$ cat config.mk
export PLATFORM = sky130hd
export DESIGN_NAME = lrc_top
export DESIGN_NICKNAME = d
export VERILOG_FILES = /design/src/verilog/lrc_pkg.sv /design/src/verilog/lrc_bus_if.sv /design/src/verilog/lrc_tap_decode.sv /design/src/verilog/lrc_top.sv
export SDC_FILE = /design/constraint.sdc
export NUM_CORES = 1
export LEC_CHECK = 0
export ABC_AREA = 1
export BUFFER_PORTS_ARGS = -buffer_cell sky130_fd_sc_hd__clkbuf_2
export CORE_ASPECT_RATIO = 1.25
export CORE_MARGIN = 10
export CORE_UTILIZATION = 45
export CTS_CLUSTER_DIAMETER = 50
export DETAILED_ROUTE_END_ITERATION = 12
export HOLD_SLACK_MARGIN = 0.12
export MAX_ROUTING_LAYER = met4
export PLACE_DENSITY = 0.77
export SETUP_SLACK_MARGIN = 0.05
export SLEW_MARGIN = 10
export SYNTH_ARGS = -nofsm -noshare
export SYNTH_HDL_FRONTEND = slang
export SYNTH_SLANG_ARGS = --single-unit
$ cat constraint.sdc
create_clock -name sys_clk -period 1.41 [get_ports sys_clk]
set_input_delay 0.282 -clock sys_clk [delete_from_list [all_inputs] [get_ports sys_clk]]
set_output_delay 0.282 -clock sys_clk [all_outputs]
set_load 0.01 [all_outputs]
$ cat src/verilog/lrc_pkg.sv
/*
 * Package for the ladder reference control block: register offset, field
 * positions, reset value and bus encodings.
 * Assumes an AHB-Lite slave with 32-bit data and single word transfers.
 */
`default_nettype none

package lrc_pkg;
    // ------------------------------------------------------------
    // register map
    // ------------------------------------------------------------
    localparam logic [11:0] CTRL_OFFSET = 12'h000;
    localparam logic [11:0] ADDR_MASK = 12'hFFC;
    localparam logic [7:0] CTRL_RESET = 8'h00;
    localparam int POWER_BIT = 7;
    localparam int PIN_BIT = 6;
    localparam int SOURCE_BIT = 5;
    localparam int LEVEL_MSB = 4;
    localparam int LEVEL_WIDTH = 5;
    localparam int TAP_COUNT = 32;
    localparam logic [4:0] LEVEL_MAX = 5'h1F;
    // ------------------------------------------------------------
    // bus encodings
    // ------------------------------------------------------------
    localparam logic [1:0] HTRANS_NONSEQ = 2'h2;
    localparam logic [1:0] HTRANS_SEQ = 2'h3;
    localparam logic HRESP_OKAY = 1'h0;
endpackage

`default_nettype wire

$ cat src/verilog/lrc_bus_if.sv
/*
 * Carrier between the bus slave and the tap decoder: stored control fields.
 * Assumes both ends sit in the same clock domain.
 */
`default_nettype none

interface lrc_bus_if;
    logic [4:0] level_code;
    logic power_enable;
    logic [31:0] tap_select;
    modport ctrl (output level_code, output power_enable, input tap_select);
    modport tap (input level_code, input power_enable, output tap_select);
endinterface

`default_nettype wire

$ cat src/verilog/lrc_tap_decode.sv
/*
 * Registered one-hot tap decoder for the 32-tap ladder.
 * Assumes level and power fields come from registers on the same clock.
 */
`default_nettype none

module lrc_tap_decode (
    // clock and reset
    input wire logic sys_clk,
    input wire logic arst_n,
    // control fields
    lrc_bus_if.tap bus
);
    logic [31:0] tap_select;
    logic [31:0] next_tap_select;

    function automatic logic [31:0] lrc_onehot(input logic [4:0] code);
        lrc_onehot = 32'h0000_0001 << code;
    endfunction

    // ------------------------------------------------------------
    // tap select
    // ------------------------------------------------------------
    always_comb begin
        // no tap while powered down, so the ladder draws nothing
        next_tap_select = bus.power_enable ? lrc_onehot(bus.level_code) : 32'h0000_0000;
    end

    always_ff @(posedge sys_clk or negedge arst_n) begin
        if (!arst_n) begin
            tap_select <= 32'h0000_0000;
        end else begin
            tap_select <= next_tap_select;
        end
    end

    assign bus.tap_select = tap_select;

    AST_TAP_ONEHOT: assert property (@(posedge sys_clk) disable iff (!arst_n)
        $past(bus.power_enable) |-> tap_select == (32'h0000_0001 << $past(bus.level_code)))
        else $error("tap select does not match level code");
    AST_TAP_IDLE: assert property (@(posedge sys_clk) disable iff (!arst_n)
        !$past(bus.power_enable) |-> tap_select == 32'h0000_0000)
        else $error("tap selected while ladder powered down");
endmodule

`default_nettype wire

$ cat src/verilog/lrc_top.sv
/*
 * Ladder reference control: AHB-Lite register slave and the control lines
 * that steer the analog ladder, its source mux and the output pin switch.
 * Assumes one clock, one slave on the bus, and the analog ladder outside.
 */
`default_nettype none

module lrc_top (
    // clock and reset
    input wire logic sys_clk,
    input wire logic arst_n,
    // ahb-lite slave
    input wire logic hsel,
    input wire logic [31:0] haddr,
    input wire logic [1:0] htrans,
    input wire logic hwrite,
    input wire logic [2:0] hsize,
    input wire logic hready,
    input wire logic [31:0] hwdata,
    output logic [31:0] hrdata,
    output logic hreadyout,
    output logic hresp,
    // analog ladder control
    output logic ladder_power_enable,
    output logic reference_pin_connect,
    output logic reference_source_select,
    output logic [4:0] ladder_level_code,
    output logic [31:0] ladder_tap_select
);
    typedef enum logic [1:0] {
        LRC_IDLE = 2'h1,
        LRC_WRITE = 2'h2
    } lrc_phase_type;

    lrc_bus_if bus ();

    logic [7:0] ladder_reference_control;
    logic [7:0] next_ladder_reference_control;
    lrc_phase_type phase;
    lrc_phase_type next_phase;
    logic [11:0] wr_addr;
    logic [11:0] next_wr_addr;
    logic [31:0] next_hrdata;
    logic addr_valid;
    logic [31:0] tap_q;
    logic next_hreadyout;
    logic next_hresp;
    logic next_ladder_power_enable;
    logic next_reference_pin_connect;
    logic next_reference_source_select;
    logic [4:0] next_ladder_level_code;
    logic [31:0] next_ladder_tap_select;

    function automatic logic lrc_hit(input logic [11:0] addr);
        lrc_hit = (addr & lrc_pkg::ADDR_MASK) == lrc_pkg::CTRL_OFFSET;
    endfunction

    // ------------------------------------------------------------
    // address phase
    // ------------------------------------------------------------
    always_comb begin
        // transfer size is not decoded: only whole words are expected
        addr_valid = hsel && hready && htrans[1];
    end

    // ------------------------------------------------------------
    // register and data phase
    // ------------------------------------------------------------
    always_comb begin
        next_phase = LRC_IDLE;
        next_wr_addr = wr_addr;
        next_ladder_reference_control = ladder_reference_control;
        next_hrdata = hrdata;
        unique case (phase)
            LRC_IDLE: begin
            end
            LRC_WRITE: begin
                // all fields updated together from the data phase
                if (lrc_hit(wr_addr)) begin
                    next_ladder_reference_control = hwdata[7:0];
                end
            end
        endcase
        if (addr_valid && hwrite) begin
            next_phase = LRC_WRITE;
            next_wr_addr = haddr[11:0];
        end
        // a read behind a write in its data phase sees the new value
        if (addr_valid && !hwrite) begin
            // unmapped words read as zero, upper bits read as zero
            next_hrdata = lrc_hit(haddr[11:0])
                ? {24'h00_0000, next_ladder_reference_control} : 32'h0000_0000;
        end
    end

    // no sleep or wake input: only bus writes and reset alter the register
    always_ff @(posedge sys_clk or negedge arst_n) begin
        if (!arst_n) begin
            phase <= LRC_IDLE;
            wr_addr <= 12'h000;
            ladder_reference_control <= lrc_pkg::CTRL_RESET;
            hrdata <= 32'h0000_0000;
        end else begin
            phase <= next_phase;
            wr_addr <= next_wr_addr;
            ladder_reference_control <= next_ladder_reference_control;
            hrdata <= next_hrdata;
        end
    end

    // ------------------------------------------------------------
    // bus response and analog control outputs
    // ------------------------------------------------------------
    always_comb begin
        // zero wait states: the slave never stalls and never errors
        next_hreadyout = 1'h1;
        next_hresp = lrc_pkg::HRESP_OKAY;
        next_ladder_power_enable = ladder_reference_control[lrc_pkg::POWER_BIT];
        // pin switch driven by the pin bit alone, no comparator term
        next_reference_pin_connect = ladder_reference_control[lrc_pkg::PIN_BIT];
        next_reference_source_select = ladder_reference_control[lrc_pkg::SOURCE_BIT];
        next_ladder_level_code = ladder_reference_control[lrc_pkg::LEVEL_MSB:0];
        // tap word lags the fields by one cycle more, through the decoder
        next_ladder_tap_select = tap_q;
    end

    always_ff @(posedge sys_clk or negedge arst_n) begin
        if (!arst_n) begin
            hreadyout <= 1'h1;
            hresp <= lrc_pkg::HRESP_OKAY;
            ladder_power_enable <= 1'h0;
            reference_pin_connect <= 1'h0;
            reference_source_select <= 1'h0;
            ladder_level_code <= 5'h00;
            ladder_tap_select <= 32'h0000_0000;
        end else begin
            hreadyout <= next_hreadyout;
            hresp <= next_hresp;
            ladder_power_enable <= next_ladder_power_enable;
            reference_pin_connect <= next_reference_pin_connect;
            reference_source_select <= next_reference_source_select;
            ladder_level_code <= next_ladder_level_code;
            ladder_tap_select <= next_ladder_tap_select;
        end
    end

    assign bus.level_code = ladder_reference_control[lrc_pkg::LEVEL_MSB:0];
    assign bus.power_enable = ladder_reference_control[lrc_pkg::POWER_BIT];
    assign tap_q = bus.tap_select;

    lrc_tap_decode u_tap (
        .sys_clk(sys_clk),
        .arst_n(arst_n),
        .bus(bus)
    );

    // ------------------------------------------------------------
    // checks
    // ------------------------------------------------------------
    AST_WRITE_TAKES: assert property (@(posedge sys_clk) disable iff (!arst_n)
        (phase == LRC_WRITE && lrc_hit(wr_addr))
        |=> ladder_reference_control == $past(hwdata[7:0]))
        else $error("write did not store data");
    AST_MISS_WRITE: assert property (@(posedge sys_clk) disable iff (!arst_n)
        (phase == LRC_WRITE && !lrc_hit(wr_addr)) |=> $stable(ladder_reference_control))
        else $error("write to unmapped word changed control");
    AST_HOLD: assert property (@(posedge sys_clk) disable iff (!arst_n)
        (phase != LRC_WRITE) |=> $stable(ladder_reference_control))
        else $error("control changed without write");
    AST_READ_BACK: assert property (@(posedge sys_clk) disable iff (!arst_n)
        (addr_valid && !hwrite && lrc_hit(haddr[11:0]) && phase == LRC_IDLE)
        |=> hrdata == {24'h00_0000, ladder_reference_control})
        else $error("read data wrong");
    AST_READ_ZERO: assert property (@(posedge sys_clk) disable iff (!arst_n)
        (addr_valid && !hwrite && !lrc_hit(haddr[11:0])) |=> hrdata == 32'h0000_0000)
        else $error("unmapped read not zero");
    AST_OKAY: assert property (@(posedge sys_clk) disable iff (!arst_n)
        hreadyout && hresp == lrc_pkg::HRESP_OKAY)
        else $error("slave not ready or not okay");

    // ------------------------------------------------------------
    // output checks
    // ------------------------------------------------------------
    AST_POWER: assert property (@(posedge sys_clk) disable iff (!arst_n)
        ##1 ladder_power_enable == $past(ladder_reference_control[lrc_pkg::POWER_BIT]))
        else $error("power enable not following its bit");
    AST_PIN: assert property (@(posedge sys_clk) disable iff (!arst_n)
        ##1 reference_pin_connect == $past(ladder_reference_control[lrc_pkg::PIN_BIT]))
        else $error("pin connect not following its bit");
    AST_SOURCE: assert property (@(posedge sys_clk) disable iff (!arst_n)
        ##1 reference_source_select == $past(ladder_reference_control[lrc_pkg::SOURCE_BIT]))
        else $error("source select not following its bit");
    AST_LEVEL: assert property (@(posedge sys_clk) disable iff (!arst_n)
        ##1 ladder_level_code == $past(ladder_reference_control[lrc_pkg::LEVEL_MSB:0]))
        else $error("level code not following its field");
    AST_PIN_ONLY: assert property (@(posedge sys_clk) disable iff (!arst_n)
        !ladder_reference_control[lrc_pkg::PIN_BIT] |=> !reference_pin_connect)
        else $error("pin connected with pin bit clear");
    AST_TAP_PATH: assert property (@(posedge sys_clk) disable iff (!arst_n)
        !ladder_reference_control[lrc_pkg::POWER_BIT] ##1 !bus.power_enable
        |=> ladder_tap_select == 32'h0000_0000)
        else $error("tap selected while powered down");
    AST_TAP_OUT: assert property (@(posedge sys_clk) disable iff (!arst_n)
        ##1 ladder_tap_select == $past(tap_q))
        else $error("tap output not following decoder");
    // no disable here: this one watches the reset itself
    AST_RESET_CLEAR: assert property (@(posedge sys_clk)
        !arst_n |-> !ladder_power_enable && !reference_pin_connect
            && ladder_reference_control == lrc_pkg::CTRL_RESET)
        else $error("reset did not clear control");
endmodule

`default_nettype wire
* Yosys cells after proc, flatten, opt, wreduce, memory -nomap -nowiden
Cells that the tools add are included.
** Operators by class
- Shift operators :: 1
- Reductions and logical operators :: 7
- Equality and inequality tests :: 1
- Mux-type cells :: 5
** Operators with widths (number)
- 32-bit two-way mux :: 1
- 1-bit by 5-bit left shift with 32-bit output, first input constant :: 1
- 12-bit logical NOT :: 2
- 8-bit two-way mux :: 3
- 1-bit logical AND :: 4
- 2-bit == test, second input constant :: 1
- 2-bit two-way mux :: 1
- 1-bit logical NOT :: 1
** Word-level totals
- Word-level logic and storage cells :: 24
- Input bits :: 74
- Output and inout bits :: 74
- Register bits after elaboration :: 126

* Depth between registers and ports, before layout
- Word-level depth :: 4
- Gate-level depth with buffers :: 8
- Depth with buffers taken out :: 8

* Modules after synthesis
From an unflattened synthesis, not the netlist that was laid out.
** Second synthesis, totals
- Cell total of the unflattened synthesis :: 309
- Area total of the unflattened synthesis :: 3533.4 um2
** By module, submodules not included
- lrc_top :: times used 1, cells each 215, seq. area each 1702.9 um2, area each 2464.9 um2
- lrc_tap_decode :: times used 1, cells each 94, seq. area each 800.8 um2, area each 1068.5 um2

* Least setup slack after synthesis
Ideal clock, no wire load.
- Path kind :: register to register
- From :: register wr_addr[6]
- To :: register hrdata[1]
- Cell stages (with the launch flop) :: 8
- Setup slack :: 0.300 ns
- Data required time :: 1.345 ns
- Buffers on the path :: 0
- Arrival :: 1.045 ns
- Period minus slack after synthesis :: 1.110 ns
- Library setup time :: 0.065 ns
- Path through :: dfrtp_1 > inv_1 > nand2_1 > nor2_2 > nand2_2 > nand2_1 > nand3_1 > nand2_1
** On the way
- Cells in the longest elaborated chain, start to end :: 4
** RTL lines
- start: declaration :: line lrc_top.sv:41 : logic [11:0] wr_addr;
- start signal: assignment :: line lrc_top.sv:105 : wr_addr <= next_wr_addr;
- 12-bit logical NOT :: line lrc_top.sv:55 : lrc_hit = (addr & lrc_pkg::ADDR_MASK) == lrc_pkg::CTRL_OFFSET;
- 8-bit two-way mux :: line lrc_top.sv:79 : if (lrc_hit(wr_addr)) begin
- 8-bit two-way mux :: line lrc_top.sv:74 : unique case (phase)
- 8-bit two-way mux :: line lrc_top.sv:92 : ? {24'h00_0000, next_ladder_reference_control} : 32'h0000_0000;
- end signal: assignment :: line lrc_top.sv:107 : hrdata <= next_hrdata;
- end: declaration :: line lrc_top.sv:20 : output logic [31:0] hrdata,
Every way passes these cells.
A chain may end at the register's enable or synchronous reset.

* Worst setup path after layout
- From :: register wr_addr[11]
- To :: register ladder_reference_control[5]
** On the way
- Cells in the longest elaborated chain, start to end :: 3
** RTL lines
- 12-bit logical NOT :: line lrc_top.sv:55
- 8-bit two-way mux :: line lrc_top.sv:79
- 8-bit two-way mux :: line lrc_top.sv:74
- via next_ladder_reference_control[5] :: line lrc_top.sv:38 : logic [7:0] next_ladder_reference_control;
- end signal: assignment :: line lrc_top.sv:101 : ladder_reference_control <= lrc_pkg::CTRL_RESET;
- end signal: assignment :: line lrc_top.sv:106 : ladder_reference_control <= next_ladder_reference_control;
- end: declaration :: line lrc_top.sv:37 : logic [7:0] ladder_reference_control;
The timed path passes the listed nets, and every way through them passes these cells.

==> flow_summary.ini <==
[critical_path]
rr_worst_depth = 6
path_class = reg2reg
path_max_fanout = 5
rrSetupSlack_ns = 0.12
slowest_delay_ns = 0.39
slowest_stage = dfrtp_1
crit_path_end_kind = flip-flop
cp-start-kind = flip-flop
r2r-start = wr_addr[11]
r2r-end = ladder_reference_control[5]
worstPathArrival_ns = 1.55
cp_top_family = simple AND/OR/NAND/NOR gates
cp-startpoint = wr_addr[11]
worst-path-buf-inv = 1
crit_chain = nor2_1 -> nand2_1 -> nor2_4 -> buf_4 -> nand3_1 -> and2_1
crit_required_ns = 1.67

[final_layout]
final_cell_mix = dfrtp_1, clkbuf_2, nand2_1
instances_no_fill = 497
fillers = 649
drive_above_1_share_pct = 28.1
num-nets-final = 471
syn2layout_area_growth_pct = 20.6
final_common_cell = dfrtp_1
design_area_mm2 = 0.00425
diodes = 0
multi_input_area_um2 = 795
regArea_mm2 = 0.00250

[sta]
setup_viol = 0
rsz0062_at_grt = false
holdWs_ns = 0.140
drv_slew = 0
finalCriticalPeriod_ns = 1.29
tightest_slew_ns = 0.541
min_period_over_period_pct = 91.7
finClkSkew_ns = 0.00788
setup_tns_ns = 0
relSlewSlack_pct = 63.8
fmax_mhz = 774
hold_viol = 0

[clock_tree]
clock_path_buffers = 2
htree_levels = 3
clk_latency_ns = 0.36
cts.clk_slew.worst_paths_ns = 0.10
cts_tree = built
cts_buffers = 9
root_buffer = clkbuf_8
clock_sinks = 100

[worst_hold_path]
hp-start = haddr[6]
holdCritPathClass = in2reg
min_to = wr_addr[6]
min_path_cells = 3

[global_routing]
grt_pass1_wl_mm = 11.2
grt_overflow = 0
grt_max_degree = 47
grt_pass1_vias = 2371
antenna_found_initial = 0
grtUsageTotal_pct = 12.1

[run_status]
outcome = complete, no violations

[placed_design]
io_buffers = 71
place_hpwl_mm = 5.12
place_inst = 471
placed_cell_area_mm2 = 0.00395
gp_congestion = 0.769

[synthesis]
syn_area_mm2 = 0.00352
syn_inst = 303
ys_ff_latch = 100
ys_types = 24
avgSynthCellArea_um2 = 11.6
yosys_warnings = 0
seq_area_frac_synth_pct = 71.1

[floorplan]
io-pin-count = 148
rows = 36
die-area_mm2 = 0.0118
core-area_mm2 = 0.00770
die_height_um = 119
die_w_um = 99.1
start_util_pct = 45.7

[detailed_routing]
drt-total-wl_mm = 6.87
remaining_drc_errors = 0
wl_met2_mm = 3.41
drt-initial-drc-count = 122
first_pass_iters = 5
num_vias = 2236
wl_met1_mm = 2.77
ant_nets = 0
met3_length_um = 543
top_layer = met4
vias_per_cell = 4.50
routedWlPerCell_um = 13.8

[flow_run]
max-cap-violations = 0

[power]
p_leak_uw = 0.00237
ir_drop_uv = 774
power.density_mw_per_mm2 = 1170
## repair_timing
action | CTS | global route
resized for setup | 0 | 3
hold buffers | 6 | 0
setup buffers | 0 | 5
setup endpoints to repair | 0 | 16
endpoints found under the hold margin | 32 | 0
## final cells by class
cell class | count | share of cell area, %
tap | 95 | 2.80
multi-input combinational | 171 | 18.7
clock inverter | 7 | 1.41
clock buffer | 9 | 2.92
inverter | 23 | 2.03
sequential | 100 | 58.9
timing repair buffer | 92 | 13.2
## stage by stage
stage          worst slack (ns)  util [%]  total power [uW]
6_report                  0.118      55.1              4950
5_1_grt                  0.0504      55.1              5160
4_1_cts                  0.0721      54.4              4980
3_5_place_dp             0.0767      51.3              3320
3_3_place_gp              0.117      51.3              3300
2_1_floorplan             0.300         -              3210
## cells by family after synthesis
logic type | after synthesis | share of synthesized area [%]
flops | 100 | 71.1
compound gates | 4 | 0.568
other cells | 2 | 0.213
simple gates | 141 | 19.0
buf+inv | 56 | 9.10
## worst max path at each step
stage                     depth (start not counted)                          end  slack [ns]
final                                             6  ladder_reference_control[5]        0.12
after global routing                              7                    hrdata[2]        0.05
after CTS                                         7                    hrdata[0]        0.07
after detailed placement                          6                    hrdata[6]        0.08
after global placement                            6                    hrdata[2]        0.12
after floorplan                                   7                    hrdata[1]        0.30
## worst register-to-register path, stage by stage (launching register included)
cell and delay [ns]:
dfrtp_1 0.39, nor2_1 0.11, nand2_1 0.09, nor2_4 0.18, buf_4 0.16, nand3_1 0.08
and2_1 0.17
## layer usage
metal / GRT usage (%) / up-vias
li1: - / 1080
met1: 13.3 / 1054
met2: 18.8 / 89
met3: 4.51 / 13
met4: 5.92 / 0
met5: - / -
## cell usage after synthesis
library cell | n | area [um^2]
dfrtp_1 | 99 | 2480
nand2_1 | 52 | 195
nor2_1 | 41 | 154
buf_4 | 26 | 195
inv_1 | 17 | 63.8
nand3_1 | 17 | 85.1
nand4_1 | 16 | 100
and2_1 | 8 | 50.1
buf_2 | 4 | 20.0
clkinv_1 | 4 | 15.0
o21ai_1 | 3 | 15.0
clkbuf_1 | 2 | 7.51
conb_1 | 2 | 7.51
inv_2 | 2 | 7.51
buf_6 | 1 | 11.3
dfstp_2 | 1 | 26.3
nand2_2 | 1 | 6.26
nand2_4 | 1 | 11.3
nand4_2 | 1 | 12.5
nand4_4 | 1 | 21.3
nor2_2 | 1 | 6.26
nor2_4 | 1 | 11.3
nor3_4 | 1 | 16.3
o21ai_0 | 1 | 5.00
## power breakdown
group,total (uW),leakage (uW),switching (uW),internal (uW)
Combinational,324,0.000898,213,112
Clock,1670,0.0000892,1000,668
Sequential,2960,0.00138,30.1,2930
## registers in the layout, indices dropped and copies added, names as in the netlist
name	flops
ladder_reference_control	8
ladder_level_code	5
ladder_power_enable	1
wr_addr	10
ladder_tap_select	32
reference_source_select	1
u_tap.bus.tap_select	32
phase	2
hrdata	8
reference_pin_connect	1
Note: power is estimated with default switching activity, not from simulation.
